===== src/include/irq_regs.svh =====
// Register indices, field positions, reset images and constants of the interrupt block
`ifndef IRQ_REGS_SVH
`define IRQ_REGS_SVH

`define REG_CAL_PRIO 4'h0
`define REG_CHK_PRIO 4'h1
`define REG_BRN_PRIO 4'h2
`define REG_CHG_PRIO 4'h3
`define REG_USB_PRIO 4'h4
`define REG_VSTAT 4'h5
`define REG_FLAGS 4'h6
`define REG_ENABLES 4'h7
`define REG_CTL_ONE 4'h8
`define REG_TDIS 4'h9

`define NUM_SRC 7
`define NUM_PRIO_REGS 5

`define MASK_CAL 16'h0700
`define MASK_CHK 16'h7770
`define MASK_BRN 16'h0007
`define MASK_CHG 16'h0070
`define MASK_USB 16'h0700

`define RST_CAL 16'h0400
`define RST_CHK 16'h4440
`define RST_BRN 16'h0004
`define RST_CHG 16'h0040
`define RST_USB 16'h0400

`define LSB_CAL 8
`define LSB_CHK 12
`define LSB_SER2 8
`define LSB_SER1 4
`define LSB_BRN 0
`define LSB_CHG 4
`define LSB_USB 8

`define UNACC_BIT 15
`define CAPSEL_BIT 13
`define LVL_LSB 8
`define NEST_BIT 15
`define TRAP_FLAG_MASK 16'h0003

`define VEC_BASE 8'h08
`define VEC_CAL 8'h3E
`define VEC_CHK 8'h43
`define VEC_SER1 8'h49
`define VEC_SER2 8'h4A
`define VEC_BRN 8'h50
`define VEC_CHG 8'h55
`define VEC_USB 8'h5A
`define VEC_TRAP0 8'h02
`define VEC_TRAP1 8'h03

`define LVL_TRAP0 4'hD
`define LVL_TRAP1 4'hE
`define LVL_USER_TOP 4'h7
`define STACK_DEPTH 8

`endif


===== src/include/irq_pkg.sv =====
// Shared types of the interrupt controller and its processor end
package irq_pkg;
	typedef logic [2:0] prio_t;
	typedef logic [3:0] lvl_t;
	typedef logic [7:0] vec_t;
	typedef logic [15:0] word_t;
endpackage


===== src/include/irq_link_if.sv =====
// Link between the interrupt controller and the processor core
`timescale 1ns/1ps
`default_nettype none
interface irq_link_if;
	logic req;
	irq_pkg::lvl_t req_lvl;
	irq_pkg::vec_t req_vec;
	logic nest_dis;
	logic ack;
	irq_pkg::lvl_t cpu_lvl;
	logic busy;
	modport ctrl (output req, output req_lvl, output req_vec, output nest_dis,
		input ack, input cpu_lvl, input busy);
	modport cpu (input req, input req_lvl, input req_vec, input nest_dis,
		output ack, output cpu_lvl, output busy);
endinterface
`default_nettype wire


===== src/verilog/irq_ctrl.sv =====
// Interrupt controller end: priorities, flags, arbitration and vector status
//
// The address map and register access over Wishbone were left to the implementer.
`timescale 1ns/1ps
`include "irq_regs.svh"
`default_nettype none
module irq_ctrl (
	input wire logic clk_i,
	input wire logic rst_i,
	input wire logic ce_i,
	input wire logic wb_cyc_i,
	input wire logic wb_stb_i,
	input wire logic wb_we_i,
	input wire logic [3:0] wb_adr_i,
	input wire logic [1:0] wb_sel_i,
	input wire logic [15:0] wb_dat_i,
	output logic [15:0] wb_dat_o,
	output logic wb_ack_o,
	input wire logic [6:0] src_evt_i,
	input wire logic [1:0] trap_evt_i,
	irq_link_if.ctrl lnk
);

	irq_pkg::word_t prio_r [0:4];
	logic [6:0] flag_r;
	logic [6:0] en_r;
	logic [1:0] trap_r;
	logic nest_dis_r;
	logic capsel_r;
	irq_pkg::word_t tdis_r;
	irq_pkg::vec_t last_vec_r;
	irq_pkg::vec_t offer_vec_r;
	logic ack_r;
	irq_pkg::word_t rdat_r;

	logic wr;
	irq_pkg::word_t wmask;
	irq_pkg::prio_t best_lvl;
	irq_pkg::vec_t best_vec;
	logic user_ok;
	logic trap_ok;
	irq_pkg::lvl_t trap_lvl;
	irq_pkg::vec_t trap_vec;
	logic unacc;
	irq_pkg::word_t stat_word;
	irq_pkg::word_t rd_word;

	function automatic irq_pkg::word_t impl_mask(input int i);
		irq_pkg::word_t m [0:4];
		m = '{`MASK_CAL, `MASK_CHK, `MASK_BRN, `MASK_CHG, `MASK_USB};
		impl_mask = m[i];
	endfunction
	function automatic irq_pkg::word_t rst_image(input int i);
		irq_pkg::word_t r [0:4];
		r = '{`RST_CAL, `RST_CHK, `RST_BRN, `RST_CHG, `RST_USB};
		rst_image = r[i];
	endfunction
	function automatic irq_pkg::word_t merge(input irq_pkg::word_t old,
		input irq_pkg::word_t nw, input irq_pkg::word_t m);
		merge = (old & ~m) | (nw & m);
	endfunction
	// Sources held in ascending vector order so a strict compare keeps the lowest
	function automatic irq_pkg::vec_t src_vec(input int i);
		irq_pkg::vec_t v [0:6];
		v = '{`VEC_CAL, `VEC_CHK, `VEC_SER1, `VEC_SER2, `VEC_BRN, `VEC_CHG, `VEC_USB};
		src_vec = v[i];
	endfunction
	function automatic irq_pkg::prio_t src_lvl(input int i);
		irq_pkg::prio_t l [0:6];
		l = '{prio_r[0][`LSB_CAL +: 3], prio_r[1][`LSB_CHK +: 3], prio_r[1][`LSB_SER1 +: 3],
			prio_r[1][`LSB_SER2 +: 3], prio_r[2][`LSB_BRN +: 3], prio_r[3][`LSB_CHG +: 3],
			prio_r[4][`LSB_USB +: 3]};
		src_lvl = l[i];
	endfunction
	assign wmask = {{8{wb_sel_i[1]}}, {8{wb_sel_i[0]}}};
	// Write lands on the edge that raises ack, one edge before the master samples it
	assign wr = ce_i && wb_cyc_i && wb_stb_i && wb_we_i && !ack_r;

	always_ff @(posedge clk_i) begin
		if (rst_i) begin
			ack_r <= 1'b0;
		end else if (ce_i) begin
			ack_r <= wb_cyc_i && wb_stb_i && !ack_r;
		end
	end

	always_ff @(posedge clk_i) begin
		if (rst_i) begin
			rdat_r <= 16'h0000;
		end else if (ce_i && wb_cyc_i && wb_stb_i && !ack_r) begin
			rdat_r <= rd_word;
		end
	end

	assign wb_ack_o = ack_r;
	assign wb_dat_o = rdat_r;

	always_ff @(posedge clk_i) begin
		for (int i = 0; i < `NUM_PRIO_REGS; i++) begin
			if (rst_i) begin
				prio_r[i] <= rst_image(i);
			end else if (wr && wb_adr_i == 4'(i)) begin
				prio_r[i] <= merge(prio_r[i], wb_dat_i, wmask & impl_mask(i));
			end
		end
	end

	// Hardware set wins over a same-cycle software clear
	always_ff @(posedge clk_i) begin
		if (rst_i) begin
			flag_r <= 7'h00;
		end else if (ce_i) begin
			if (wr && wb_adr_i == `REG_FLAGS) begin
				flag_r <= (flag_r & ~(wb_dat_i[6:0] & wmask[6:0])) | src_evt_i;
			end else begin
				flag_r <= flag_r | src_evt_i;
			end
		end
	end

	always_ff @(posedge clk_i) begin
		if (rst_i) begin
			en_r <= 7'h00;
		end else if (wr && wb_adr_i == `REG_ENABLES) begin
			en_r <= 7'(merge({9'h000, en_r}, wb_dat_i, wmask));
		end
	end

	always_ff @(posedge clk_i) begin
		if (rst_i) begin
			trap_r <= 2'h0;
		end else if (ce_i) begin
			if (wr && wb_adr_i == `REG_CTL_ONE) begin
				trap_r <= (trap_r & ~(wb_dat_i[1:0] & wmask[1:0])) | trap_evt_i;
			end else begin
				trap_r <= trap_r | trap_evt_i;
			end
		end
	end

	always_ff @(posedge clk_i) begin
		if (rst_i) begin
			nest_dis_r <= 1'b0;
		end else if (wr && wb_adr_i == `REG_CTL_ONE && wb_sel_i[1]) begin
			nest_dis_r <= wb_dat_i[`NEST_BIT];
		end
	end

	always_ff @(posedge clk_i) begin
		if (rst_i) begin
			capsel_r <= 1'b0;
		end else if (wr && wb_adr_i == `REG_VSTAT && wb_sel_i[1]) begin
			capsel_r <= wb_dat_i[`CAPSEL_BIT];
		end
	end

	// Timed disable: count loaded by software, runs down one per cycle
	always_ff @(posedge clk_i) begin
		if (rst_i) begin
			tdis_r <= 16'h0000;
		end else if (ce_i) begin
			if (wr && wb_adr_i == `REG_TDIS) begin
				tdis_r <= merge(tdis_r, wb_dat_i, wmask);
			end else if (tdis_r != 16'h0000) begin
				tdis_r <= tdis_r - 16'h0001;
			end
		end
	end

	// Level zero never beats best_lvl, so it stays disabled
	always_comb begin
		best_lvl = 3'h0;
		best_vec = 8'h00;
		for (int i = 0; i < `NUM_SRC; i++) begin
			if (flag_r[i] && en_r[i] && src_lvl(i) > best_lvl) begin
				best_lvl = src_lvl(i);
				best_vec = src_vec(i);
			end
		end
	end

	always_comb begin
		trap_ok = 1'b0;
		trap_lvl = `LVL_TRAP0;
		trap_vec = `VEC_TRAP0;
		if (trap_r[1]) begin
			trap_lvl = `LVL_TRAP1;
			trap_vec = `VEC_TRAP1;
		end
		// Traps ignore level seven, timed disable and nesting disable
		if (trap_r != 2'h0 && trap_lvl > lnk.cpu_lvl) begin
			trap_ok = 1'b1;
		end
	end

	always_comb begin
		user_ok = best_lvl != 3'h0 && {1'b0, best_lvl} > lnk.cpu_lvl;
		if (tdis_r != 16'h0000 && {1'b0, best_lvl} < `LVL_USER_TOP) begin
			user_ok = 1'b0;
		end
		if (nest_dis_r && lnk.busy) begin
			user_ok = 1'b0;
		end
	end

	assign lnk.req = trap_ok || user_ok;
	assign lnk.req_lvl = trap_ok ? trap_lvl : {1'b0, best_lvl};
	assign lnk.req_vec = trap_ok ? trap_vec : best_vec;
	assign lnk.nest_dis = nest_dis_r;

	// Level rises with the take, so req is gone by ack; keep the offered vector
	always_ff @(posedge clk_i) begin
		if (rst_i) begin
			offer_vec_r <= `VEC_BASE;
			last_vec_r <= `VEC_BASE;
		end else if (ce_i) begin
			offer_vec_r <= lnk.req_vec;
			if (lnk.ack && offer_vec_r >= `VEC_BASE) begin
				last_vec_r <= offer_vec_r;
			end
		end
	end
	assign unacc = best_lvl != 3'h0 && lnk.cpu_lvl >= {1'b0, best_lvl};
	always_comb begin
		stat_word = 16'h0000;
		stat_word[`UNACC_BIT] = unacc;
		stat_word[`CAPSEL_BIT] = capsel_r;
		stat_word[`LVL_LSB +: 4] = lnk.cpu_lvl;
		if (capsel_r) begin
			stat_word[6:0] = 7'(best_vec - `VEC_BASE);
		end else begin
			stat_word[6:0] = 7'(last_vec_r - `VEC_BASE);
		end
	end

	always_comb begin
		case (wb_adr_i)
			`REG_CAL_PRIO: rd_word = prio_r[0];
			`REG_CHK_PRIO: rd_word = prio_r[1];
			`REG_BRN_PRIO: rd_word = prio_r[2];
			`REG_CHG_PRIO: rd_word = prio_r[3];
			`REG_USB_PRIO: rd_word = prio_r[4];
			`REG_VSTAT: rd_word = stat_word;
			`REG_FLAGS: rd_word = {9'h000, flag_r};
			`REG_ENABLES: rd_word = {9'h000, en_r};
			`REG_CTL_ONE: rd_word = {nest_dis_r, 13'h0000, trap_r};
			`REG_TDIS: rd_word = tdis_r;
			default: rd_word = 16'h0000;
		endcase
	end

endmodule
`default_nettype wire


===== src/flat_wrapper.sv =====
// flat-port wrapper written by rule: the top's interface ports become plain ports
module irq_ctrl_flat 
  (clk_i, rst_i, ce_i, wb_cyc_i, wb_stb_i, wb_we_i, wb_adr_i, wb_sel_i, wb_dat_i, wb_dat_o, wb_ack_o, src_evt_i, trap_evt_i, lnk_req, lnk_req_lvl, lnk_req_vec, lnk_nest_dis, lnk_ack, lnk_cpu_lvl, lnk_busy);
  irq_link_if lnk_i ();
  input wire logic clk_i;
  input wire logic rst_i;
  input wire logic ce_i;
  input wire logic wb_cyc_i;
  input wire logic wb_stb_i;
  input wire logic wb_we_i;
  input wire logic [3:0] wb_adr_i;
  input wire logic [1:0] wb_sel_i;
  input wire logic [15:0] wb_dat_i;
  output logic [15:0] wb_dat_o;
  output logic wb_ack_o;
  input wire logic [6:0] src_evt_i;
  input wire logic [1:0] trap_evt_i;
  output wire logic [$bits(lnk_i.req)-1:0] lnk_req;
  output wire logic [$bits(lnk_i.req_lvl)-1:0] lnk_req_lvl;
  output wire logic [$bits(lnk_i.req_vec)-1:0] lnk_req_vec;
  output wire logic [$bits(lnk_i.nest_dis)-1:0] lnk_nest_dis;
  input wire logic [$bits(lnk_i.ack)-1:0] lnk_ack;
  input wire logic [$bits(lnk_i.cpu_lvl)-1:0] lnk_cpu_lvl;
  input wire logic [$bits(lnk_i.busy)-1:0] lnk_busy;
  assign lnk_req = lnk_i.req;
  assign lnk_req_lvl = lnk_i.req_lvl;
  assign lnk_req_vec = lnk_i.req_vec;
  assign lnk_nest_dis = lnk_i.nest_dis;
  assign lnk_i.ack = lnk_ack;
  assign lnk_i.cpu_lvl = lnk_cpu_lvl;
  assign lnk_i.busy = lnk_busy;
  irq_ctrl u_core (.clk_i(clk_i), .rst_i(rst_i), .ce_i(ce_i), .wb_cyc_i(wb_cyc_i), .wb_stb_i(wb_stb_i), .wb_we_i(wb_we_i), .wb_adr_i(wb_adr_i), .wb_sel_i(wb_sel_i), .wb_dat_i(wb_dat_i), .wb_dat_o(wb_dat_o), .wb_ack_o(wb_ack_o), .src_evt_i(src_evt_i), .trap_evt_i(trap_evt_i), .lnk(lnk_i));
endmodule

===== config.mk =====
export PLATFORM = sky130hd
export DESIGN_NAME = irq_ctrl_flat
export DESIGN_NICKNAME = d
export VERILOG_FILES = /design/src/include/irq_pkg.sv /design/src/include/irq_link_if.sv /design/src/verilog/irq_ctrl.sv /design/src/flat_wrapper.sv
export VERILOG_INCLUDE_DIRS = /design/src /design/src/include
export SDC_FILE = /design/constraint.sdc
export NUM_CORES = 1
export LEC_CHECK = 0
export BUFFER_PORTS_ARGS = -buffer_cell sky130_fd_sc_hd__clkbuf_2
export CORE_UTILIZATION = 63
export DETAILED_ROUTE_END_ITERATION = 7
export PLACE_DENSITY = 0.86
export SLEW_MARGIN = 20
export SYNTH_ARGS = -nofsm -noshare
export SYNTH_HDL_FRONTEND = slang
export SYNTH_SLANG_ARGS = --single-unit
export TNS_END_PERCENT = 30

===== constraint.sdc =====
create_clock -name clk_i -period 15.75 [get_ports clk_i]
set_input_delay 0.7875 -clock clk_i [delete_from_list [all_inputs] [get_ports clk_i]]
set_output_delay 0.7875 -clock clk_i [all_outputs]
set_load 0.005 [all_outputs]

==> results of run 1 <==
## cells in the final DEF (no fill, tap or decap), types with 3 or more instances in the layout
| master | synthesis | layout |
|---|---|---|
| a211o_1 | 6 | 6 |
| a211oi_1 | 9 | 9 |
| a21o_1 | 8 | 8 |
| a21oi_1 | 70 | 70 |
| a221oi_1 | 4 | 4 |
| a22oi_1 | 23 | 23 |
| a31oi_1 | 8 | 8 |
| and2_1 | 4 | 4 |
| and3_1 | 12 | 12 |
| buf_4 | 4 | 4 |
| clkbuf_2 | 0 | 72 |
| clkbuf_8 | 0 | 10 |
| dfxtp_1 | 65 | 65 |
| edfxtp_1 | 21 | 21 |
| ha_1 | 18 | 18 |
| inv_1 | 22 | 22 |
| mux2_2 | 6 | 6 |
| mux2i_1 | 24 | 24 |
| nand2_1 | 63 | 63 |
| nand2b_1 | 20 | 20 |
| nand3_1 | 28 | 28 |
| nand3b_1 | 5 | 5 |
| nand4_1 | 5 | 5 |
| nand4b_1 | 3 | 3 |
| nor2_1 | 89 | 89 |
| nor2b_1 | 14 | 14 |
| nor3_1 | 18 | 18 |
| o2111ai_1 | 3 | 3 |
| o21a_1 | 4 | 4 |
| o21ai_0 | 42 | 42 |
| o21ai_1 | 4 | 4 |
| o22ai_1 | 6 | 6 |
| o31ai_1 | 3 | 3 |
| or2_1 | 3 | 3 |
| or2_2 | 5 | 5 |
| or3_1 | 3 | 3 |
| xor2_1 | 3 | 3 |
## metal layers
| layer | vias up | global-route usage (%) |
|---|---|---|
| li1 | 2725 | - |
| met1 | 2793 | 53.6 |
| met2 | 392 | 62.2 |
| met3 | 79 | 6.79 |
| met4 | 0 | 18.7 |
| met5 | - | 0 |
## power breakdown
group | total, mW | internal, mW | switching (mW)
registers | 0.285 | 0.249 | 0.0363
logic | 0.205 | 0.0810 | 0.124
clock network | 0.172 | 0.0809 | 0.0915
## worst min path at each step
stage and endpoint:
3_3_place_gp u_core.offer_vec_r[2], 2_1_floorplan u_core.offer_vec_r[2], 6_report u_core.wb_dat_o[11], 5_1_grt u_core.wb_dat_o[3], 4_1_cts register, 3_5_place_dp u_core.last_vec_r[3]
## final cells by class
cell class,count,area [µm²]
Multi-Input combinational cell,567,3510
Fill cell,697,2450
Sequential cell,86,1930
Timing Repair Buffer,76,390
Clock buffer,10,138
Tap cell,108,135
Inverter,23,86.3
Clock inverter,6,76.3
## through the flow
step | util (%) | worst slack (ns) | std cells
3_3_place_gp | 69.4 | 5.00 | 860
3_5_place_dp | 69.4 | 4.74 | 860
5_1_grt | 71.9 | 3.55 | 876
4_1_cts | 71.9 | 4.29 | 876
6_report | 71.9 | 4.15 | 876
2_1_floorplan | - | 5.74 | 714
## cells by family (layout without fill, tap and decap cells)
logic type | after synthesis | in the layout | synth area share, %
muxes | 32 | 32 | 5.87
DFF | 86 | 86 | 34.0
other | 1 | 1 | 0.0659
AOI/OAI and AO/OA | 221 | 221 | 25.6
buffers and inverters | 61 | 115 | 4.29
and+or+nand+nor | 290 | 290 | 25.5
xor gates and xnor gates | 3 | 3 | 0.462
adders and majority gates | 20 | 20 | 4.31
## worst max-delay path, delay by kind of cell, from the launching register on
family	cells	cell delay, ns
flops	1	0.42
compound gates	14	3.73
buf+inv	1	0.12
fa+ha+maj	9	2.70
simple gates	12	1.64
mux	5	1.83
==> results.py, run 1 <==
metrics = {
    "yosys": {
        "ys_top_cells_by_area": "dfxtp_1 (23%), edfxtp_1 (11%), a21oi_1 (6.2%), nor2_1 (5.9%), mux2i_1 (4.2%)",
        "synth_cells": 714,
        "synth_common_cells": "nor2_1 (89), a21oi_1 (70), dfxtp_1 (65)",
        "yosys.area.top_type": "dfxtp_1",
        "ys.flop_type": "dfxtp_1",
        "async_flop_share_pct": 0,
        "synth_top_area_share_pct": 22.9,
        "synth.most_common_cell": "nor2_1",
        "synth_edf_count": 21,
        "ys_seq_area_share_pct": 34.0,
        "syn_area_per_cell_um2": 7.97,
        "synth_seq_cells": 86,
        "netlist_area_um2": 5690,
        "yosys_warnings": 0,
        "ys_types": 83,
        "mappedNetlistNets": 775,
    },
    "die": {
        "start_util_pct": 65.2,
        "core.rowCount": 34,
        "io_pins": 74,
        "die_h_um": 97.0,
        "die-area_um2": 9410,
        "core_um2": 8720,
        "die_width_um": 97.0,
    },
    "pwr": {
        "ir_worst_vdd_uv": 111,
        "p_leak_nw": 2.53,
        "powerDensity_nw_per_um2": 106,
        "power_mw": 0.663,
    },
    "finish": {
        "finalInstanceArea_um2": 6270,
        "drive_gt1_share_pct": 15.8,
        "diodes": 0,
        "area_growth_pct": 10.2,
        "nets": 824,
    },
    "setup_path": {
        "crit_end": "lnk_req",
        "cp-end-kind": "primary output",
        "critPathArrivalTime_ns": 10.81,
        "reg2reg_to": "u_core.wb_dat_o[15]",
        "path_class": "reg -> out",
        "critPathLaunch": "u_core.flag_r[0]",
        "rr_worst_depth": 39,
        "cpMaxStageDelayCell": "a211o_1",
        "worstPathRequired_ns": 14.96,
        "ff2ff_setup_slack_ns": 5.29,
        "reg2reg_from": "u_core.flag_r[0]",
        "critPathMaxStageDelay_ns": 0.48,
        "crit_top_cell": "ha_1",
        "crit_fanout": 16,
        "start_kind": "register",
    },
    "timing": {
        "setup_viol": 0,
        "fin_setup_tns_ns": 0,
        "fmax_mhz": 86.2,
        "relSlewSlack_pct": 32.6,
        "grt_setup_unrepaired": "false",
        "slew_viol_final": 0,
        "timing.final.crit_period_ns": 11.60,
        "hold_slack_ns": 0.500,
        "fin_skew_ns": 0.0109,
        "min_period_over_period_pct": 73.6,
        "worst_pin_slew_ns": 1.01,
        "finalHoldViolCount": 0,
    },
    "global_route": {
        "gr-total-overflow": 0,
        "grt_max_degree": 73,
        "grt_pass1_wl_um": 29200,
        "grtUsageTotal_pct": 39.8,
        "first_global_vias": 5492,
        "antenna_found_initial": 0,
    },
    "drt": {
        "via_count": 5989,
        "wl_met1_um": 7430,
        "post_drt_wl_per_cell_um": 21.3,
        "routed_via_density": 6.84,
        "initialDrtViolationCount": 729,
        "wl_um": 18600,
        "routed.top_layer": "met4",
        "firstDrtPassIters": 6,
        "antenna_left": 0,
        "wl_met2_um": 8400,
        "met3_length_um": 1890,
        "drc": 0,
    },
    "placement": {
        "dp_hpwl_um": 14100,
        "port_buffers": 72,
        "gp_congestion": 1.00,
        "place_area_um2": 6060,
    },
    "clocking": {
        "clk_latency_ns": 0.37,
        "cts_buffers": 9,
        "tritoncts": "done",
        "cts.path.max_buffers": 2,
        "post_cts_resized": 0,
        "hold_buffers": 0,
        "clk_pin_slew_worst_paths_ns": 0.10,
        "postCtsSetupRepairBufs": 0,
        "cts-root-buf": "clkbuf_8",
        "ctsHtreeMaxLevel": 3,
        "clock-sinks": 86,
    },
    "outcome": {
        "outcome": "complete, no violations",
    },
    "hold_path": {
        "whs_path_depth": 2,
        "hp-start": "u_core.wb_dat_o[11]",
        "hold_class": "reg -> reg",
    },
    "job": {
        "maxCapViolCount": 0,
    },
}
No activity file was read; power rests on OpenSTA's default activity.
==> run 2, diff against run 1 <==
Settings changed: CORE_UTILIZATION 63 to 53, PLACE_DENSITY 0.86 to 0.77.
Clock period 15.75 ns to 10.25 ns, I/O delays scaled along.
==> results.py, run 2 (synthesized netlist as in run 1, its figures left out) <==
metrics = {
    "setup_path": {
        "cpMaxStageDelayCell": "edfxtp_1",
        "rr_worst_depth": 40,
        "cp-end-kind": "primary output",
        "worstPathRequired_ns": 9.74,
        "reg2reg_to": "u_core.wb_dat_o[4]",
        "critPathArrivalTime_ns": 9.52,
        "critPathMaxStageDelay_ns": 0.45,
        "ff2ff_setup_slack_ns": 0.89,
        "start_kind": "register",
        "crit_fanout": 5,
        "path_class": "reg -> out",
        "reg2reg_from": "u_core.prio_r[0][10]",
    },
    "drt": {
        "post_drt_wl_per_cell_um": 21.5,
        "wl_um": 19900,
        "wl_met1_um": 8060,
        "antenna_left": 0,
        "via_count": 6017,
        "routed_via_density": 6.48,
        "initialDrtViolationCount": 634,
        "wl_met2_um": 9450,
        "met3_length_um": 1850,
        "firstDrtPassIters": 5,
        "routed.top_layer": "met4",
        "drc": 0,
    },
    "placement": {
        "dp_hpwl_um": 14800,
        "place_area_um2": 6140,
        "gp_congestion": 0.969,
        "port_buffers": 72,
        "placedCellCount": 894,
    },
    "die": {
        "die-area_um2": 11200,
        "io_pins": 74,
        "start_util_pct": 54.9,
        "core.rowCount": 37,
        "die_h_um": 106,
        "die_width_um": 106,
        "core_um2": 10400,
    },
    "finish": {
        "post-route-util_pct": 64.4,
        "area_growth_pct": 17.4,
        "n_fill_cell": 927,
        "diodes": 0,
        "fin_cells": 928,
        "finalInstanceArea_um2": 6680,
        "layout_commonest_cell": "nor2_1",
        "layout_common_cells": "nor2_1 (87), clkbuf_2 (71), a21oi_1 (64)",
        "drive_gt1_share_pct": 22.5,
        "nets": 848,
    },
    "pwr": {
        "p_leak_nw": 2.66,
        "p_sw_share_pct": 38.5,
        "internal-power_mw": 0.621,
        "power_mw": 1.01,
        "powerDensity_nw_per_um2": 151,
        "p_comb_share_pct": 32.0,
        "seq_power_share_pct": 43.1,
        "ir_worst_vdd_uv": 142,
        "p_switching_mw": 0.389,
        "power_frac_clock_pct": 24.8,
    },
    "clocking": {
        "cts.path.max_buffers": 2,
        "hold_buffers": 0,
        "ctsHtreeMaxLevel": 3,
        "cts_buffers": 9,
        "clk_pin_slew_worst_paths_ns": 0.09,
        "clk_latency_ns": 0.39,
        "clock-sinks": 86,
        "cts-root-buf": "clkbuf_8",
        "tritoncts": "done",
    },
    "timing": {
        "finalHoldViolCount": 0,
        "worst_pin_slew_ns": 1.21,
        "relSlewSlack_pct": 19.5,
        "min_period_over_period_pct": 97.9,
        "timing.final.crit_period_ns": 10.03,
        "slew_viol_final": 0,
        "fmax_mhz": 99.7,
        "fin_setup_tns_ns": 0,
        "setup_viol": 0,
        "fin_skew_ns": 0.0142,
    },
    "global_route": {
        "grt_pass1_wl_um": 30700,
        "first_global_vias": 5619,
        "grtUsageTotal_pct": 36.4,
        "gr-total-overflow": 0,
        "antenna_found_initial": 0,
        "grt_max_degree": 73,
    },
    "hold_path": {
        "hold_end": "u_core.flag_r[5]",
        "hp-start": "src_evt_i[5]",
        "whs_path_depth": 3,
        "hold_class": "in -> reg",
    },
    "job": {
        "maxCapViolCount": 0,
    },
    "outcome": {
        "outcome": "complete, no violations",
    },
}
[run 2: changes by cell type in the layout (fill, tap and decap cells not counted), moves of 3 or more]
cell / change
a21oi_2: +5
o21ai_2: +3
buf_4: +24
ha_4: +5
ha_1: -5
nand3_1: -3
a21oi_1: -6
mux2_4: +3
[run 2: power groups by stage]
| stage | sequential, mW | combinational (mW) | clock [mW] |
|---|---|---|---|
| after floorplan | 0.417 | 0.241 | 0 |
| after global placement | 0.439 | 0.301 | 0 |
| after detailed placement | 0.441 | 0.313 | 0 |
| after CTS | 0.433 | 0.316 | 0.251 |
| after global routing | 0.439 | 0.357 | 0.267 |
| final | 0.436 | 0.323 | 0.251 |
[run 2: through the flow]
| step | worst slack [ns] | hold WS [ns] |
|---|---|---|
| 2_1_floorplan | 0.511 | 0.450 |
| 3_3_place_gp | 0.288 | 0.463 |
| 3_5_place_dp | -0.0668 | 0.476 |
| 4_1_cts | 0.0108 | 0.351 |
| 5_1_grt | -0.0369 | 0.359 |
| 6_report | 0.218 | 0.360 |
[run 2: timing repair]
item                                    in CTS  in global routing
gates resized for setup                     11                 36
endpoints found under the hold margin        0                  0
setup buffers                                6                 12
endpoints found under the setup margin       1                  1
pin swaps                                    3                 16
[run 2: layout make-up]
cell class | instances | area [µm²] | area share [%]
timing repair buffer | 100 | 571 | 8.54
inverter | 23 | 86.3 | 1.29
clock buffer | 12 | 166 | 2.49
clock inverter | 4 | 35.0 | 0.525
tap | 136 | 170 | 2.55
multi-input combinational | 567 | 3710 | 55.6
sequential | 86 | 1940 | 29.0
[run 2: per-layer routing]
metal	global-route usage, %	vias up
met1	47.6	2891
met2	60.0	323
met3	4.95	40
met4	16.0	0
li1	-	2763
met5	0	-
[run 2: worst max path at each step]
stage	cells past startpoint	start	slack [ns]	to
2_1_floorplan	41	u_core.prio_r[0][8]	0.51	lnk_req
3_3_place_gp	41	u_core.flag_r[0]	0.29	lnk_req
3_5_place_dp	41	u_core.flag_r[0]	-0.07	lnk_req
4_1_cts	41	u_core.prio_r[0][8]	0.01	lnk_req
5_1_grt	41	u_core.prio_r[0][10]	-0.04	lnk_req
6_report	41	u_core.prio_r[0][10]	0.22	lnk_req
[run 2: worst max-delay path, delay by kind of cell, from the launching register on]
| family | cells | cell delay (ns) |
|---|---|---|
| AOI/OAI and AO/OA | 15 | 3.06 |
| adders and majority gates | 9 | 2.37 |
| buffers and inverters | 1 | 0.14 |
| DFF | 1 | 0.45 |
| muxes | 5 | 1.66 |
| and+or+nand+nor | 11 | 1.46 |
==> run 3, diff against run 2 <==
Settings changed: CORE_ASPECT_RATIO set to 0.7.
==> results.py, run 3 (synthesized netlist as in run 1, its figures left out) <==
metrics = {
    "pwr": {
        "p_comb_share_pct": 29.6,
        "powerDensity_nw_per_um2": 165,
        "power_frac_clock_pct": 30.9,
        "ir_worst_vdd_uv": 161,
        "p_switching_mw": 0.394,
        "p_leak_nw": 2.66,
        "internal-power_mw": 0.705,
        "seq_power_share_pct": 39.5,
        "p_sw_share_pct": 35.9,
    },
    "placement": {
        "dp_hpwl_um": 15200,
        "dp_slack_ns": 0.0364,
        "place_area_um2": 6140,
        "gp_congestion": 0.961,
        "port_buffers": 72,
    },
    "die": {
        "die_width_um": 126,
        "die-area_um2": 11200,
        "start_util_pct": 54.7,
        "io_pins": 74,
        "core_um2": 10400,
        "core.rowCount": 31,
        "die_h_um": 88.7,
    },
    "clocking": {
        "cts.path.max_buffers": 2,
        "cts_buffers": 9,
        "cts-root-buf": "clkbuf_16",
        "clk_pin_slew_worst_paths_ns": 0.07,
        "clock-sinks": 86,
        "ctsHtreeMaxLevel": 3,
        "tritoncts": "done",
        "clk_latency_ns": 0.35,
    },
    "global_route": {
        "grtUsageTotal_pct": 36.5,
        "grt_pass1_wl_um": 30200,
        "grt_max_degree": 73,
        "antenna_found_initial": 0,
        "gr-total-overflow": 0,
        "first_global_vias": 5415,
    },
    "timing": {
        "slew_viol_final": 0,
        "worst_pin_slew_ns": 0.937,
        "relSlewSlack_pct": 35.9,
        "timing.final.ws_setup_ns": 0.235,
        "fin_skew_ns": 0.00822,
        "finalHoldViolCount": 0,
        "min_period_over_period_pct": 97.7,
        "timing.final.crit_period_ns": 10.02,
        "fmax_mhz": 99.8,
        "setup_viol": 0,
    },
    "setup_path": {
        "ff2ff_setup_slack_ns": 0.76,
        "critPathMaxStageDelay_ns": 0.41,
        "reg2reg_to": "u_core.wb_dat_o[4]",
        "cpMaxStageDelayCell": "edfxtp_1",
        "worst-path-buf-inv": 2,
        "worstPathRequired_ns": 9.74,
        "crit_family": "compound AO/OA/AOI/OAI gates",
        "path_class": "reg -> out",
        "reg2reg_from": "u_core.prio_r[0][10]",
        "rr_worst_depth": 41,
        "crit_top_cell": "mux2_4",
        "start_kind": "register",
        "cp-end-kind": "primary output",
        "critPathArrivalTime_ns": 9.50,
        "crit_fanout": 5,
    },
    "hold_path": {
        "hp-start": "trap_evt_i[0]",
        "hold_class": "in -> reg",
        "whs_path_depth": 3,
        "hold_end": "u_core.trap_r[0]",
    },
    "finish": {
        "layout_common_cells": "nor2_1 (88), clkbuf_2 (72), a21oi_1 (64)",
        "layout_commonest_cell": "nor2_1",
        "diodes": 0,
        "post-route-util_pct": 64.3,
        "nets": 838,
        "area_growth_pct": 17.5,
        "drive_gt1_share_pct": 21.1,
        "finalInstanceArea_um2": 6680,
    },
    "drt": {
        "wl_um": 20500,
        "routed_via_density": 6.61,
        "post_drt_wl_per_cell_um": 22.4,
        "initialDrtViolationCount": 720,
        "via_count": 6042,
        "antenna_left": 0,
        "drc": 0,
        "firstDrtPassIters": 7,
    },
    "outcome": {
        "outcome": "complete, no violations",
    },
    "job": {
        "maxCapViolCount": 0,
    },
}
[run 3: changes by cell type in the layout (fill, tap and decap cells not counted), sizes merged]
cell    change
buf        -11
bufinv      +1
[run 3: worst register-to-register path, delay by kind of cell (launching register included)]
| family | cells | cell delay, ns |
|---|---|---|
| flip-flops | 1 | 0.41 |
| buffers and inverters | 2 | 0.32 |
| AO/OA/AOI/OAI | 14 | 2.96 |
| adder cells (fa/ha/maj) | 9 | 2.70 |
| multiplexers | 4 | 1.30 |
| AND/OR/NAND/NOR | 12 | 1.73 |
[run 3: routing by layer]
| metal | global-route usage, % | share of wire, % | up-vias |
|---|---|---|---|
| li1 | - | - | 2743 |
| met1 | 49.4 | 43 | 2892 |
| met2 | 57.1 | 44 | 356 |
| met3 | 9.25 | 11 | 51 |
| met4 | 12.8 | 2.4 | 0 |
| met5 | 0 | 0 | - |
[run 3: layout make-up]
class,count,area (µm²)
clock buffers,11,243
clock inverters,5,57.6
fillers,925,3710
inverters,23,86.3
multi-input cells,567,3700
flip-flops and latches,86,1940
well taps,132,165
repair buffers,90,495
[run 3: power by group through the flow]
stage	logic [mW]	registers, mW	clock network (mW)
global route	0.360	0.437	0.352
finish	0.326	0.435	0.339
CTS	0.315	0.431	0.341
detailed placement	0.309	0.439	0
floorplan	0.241	0.417	0
global placement	0.298	0.436	0
[run 3: metrics by stage]
step	instances	hold slack, ns	setup TNS [ns]	total power [mW]
2_1_floorplan	714	0.450	0	0.658
3_3_place_gp	891	0.465	0	0.734
3_5_place_dp	891	0.474	0	0.749
4_1_cts	910	0.383	0	1.09
5_1_grt	914	0.410	-0.0447	1.15
6_report	914	0.387	0	1.10
[run 3: timing repair]
action	CTS	global route
resized for setup	11	32
pin swaps	2	14
hold buffers	0	0
setup endpoints to repair	1	1
buffers inserted	3	4
[run 3: worst max-delay path by stage]
stage                    startpoint  endpoint  slack [ns]  depth (start not counted)
3_3_place_gp               register   lnk_req        0.36                         41
6_report       u_core.prio_r[0][10]   lnk_req        0.23                         42
4_1_cts         u_core.prio_r[0][8]   lnk_req        0.03                         41
5_1_grt        u_core.prio_r[0][10]   lnk_req       -0.04                         43
2_1_floorplan   u_core.prio_r[0][8]   lnk_req        0.51                         41
3_5_place_dp               register   lnk_req        0.04                         41
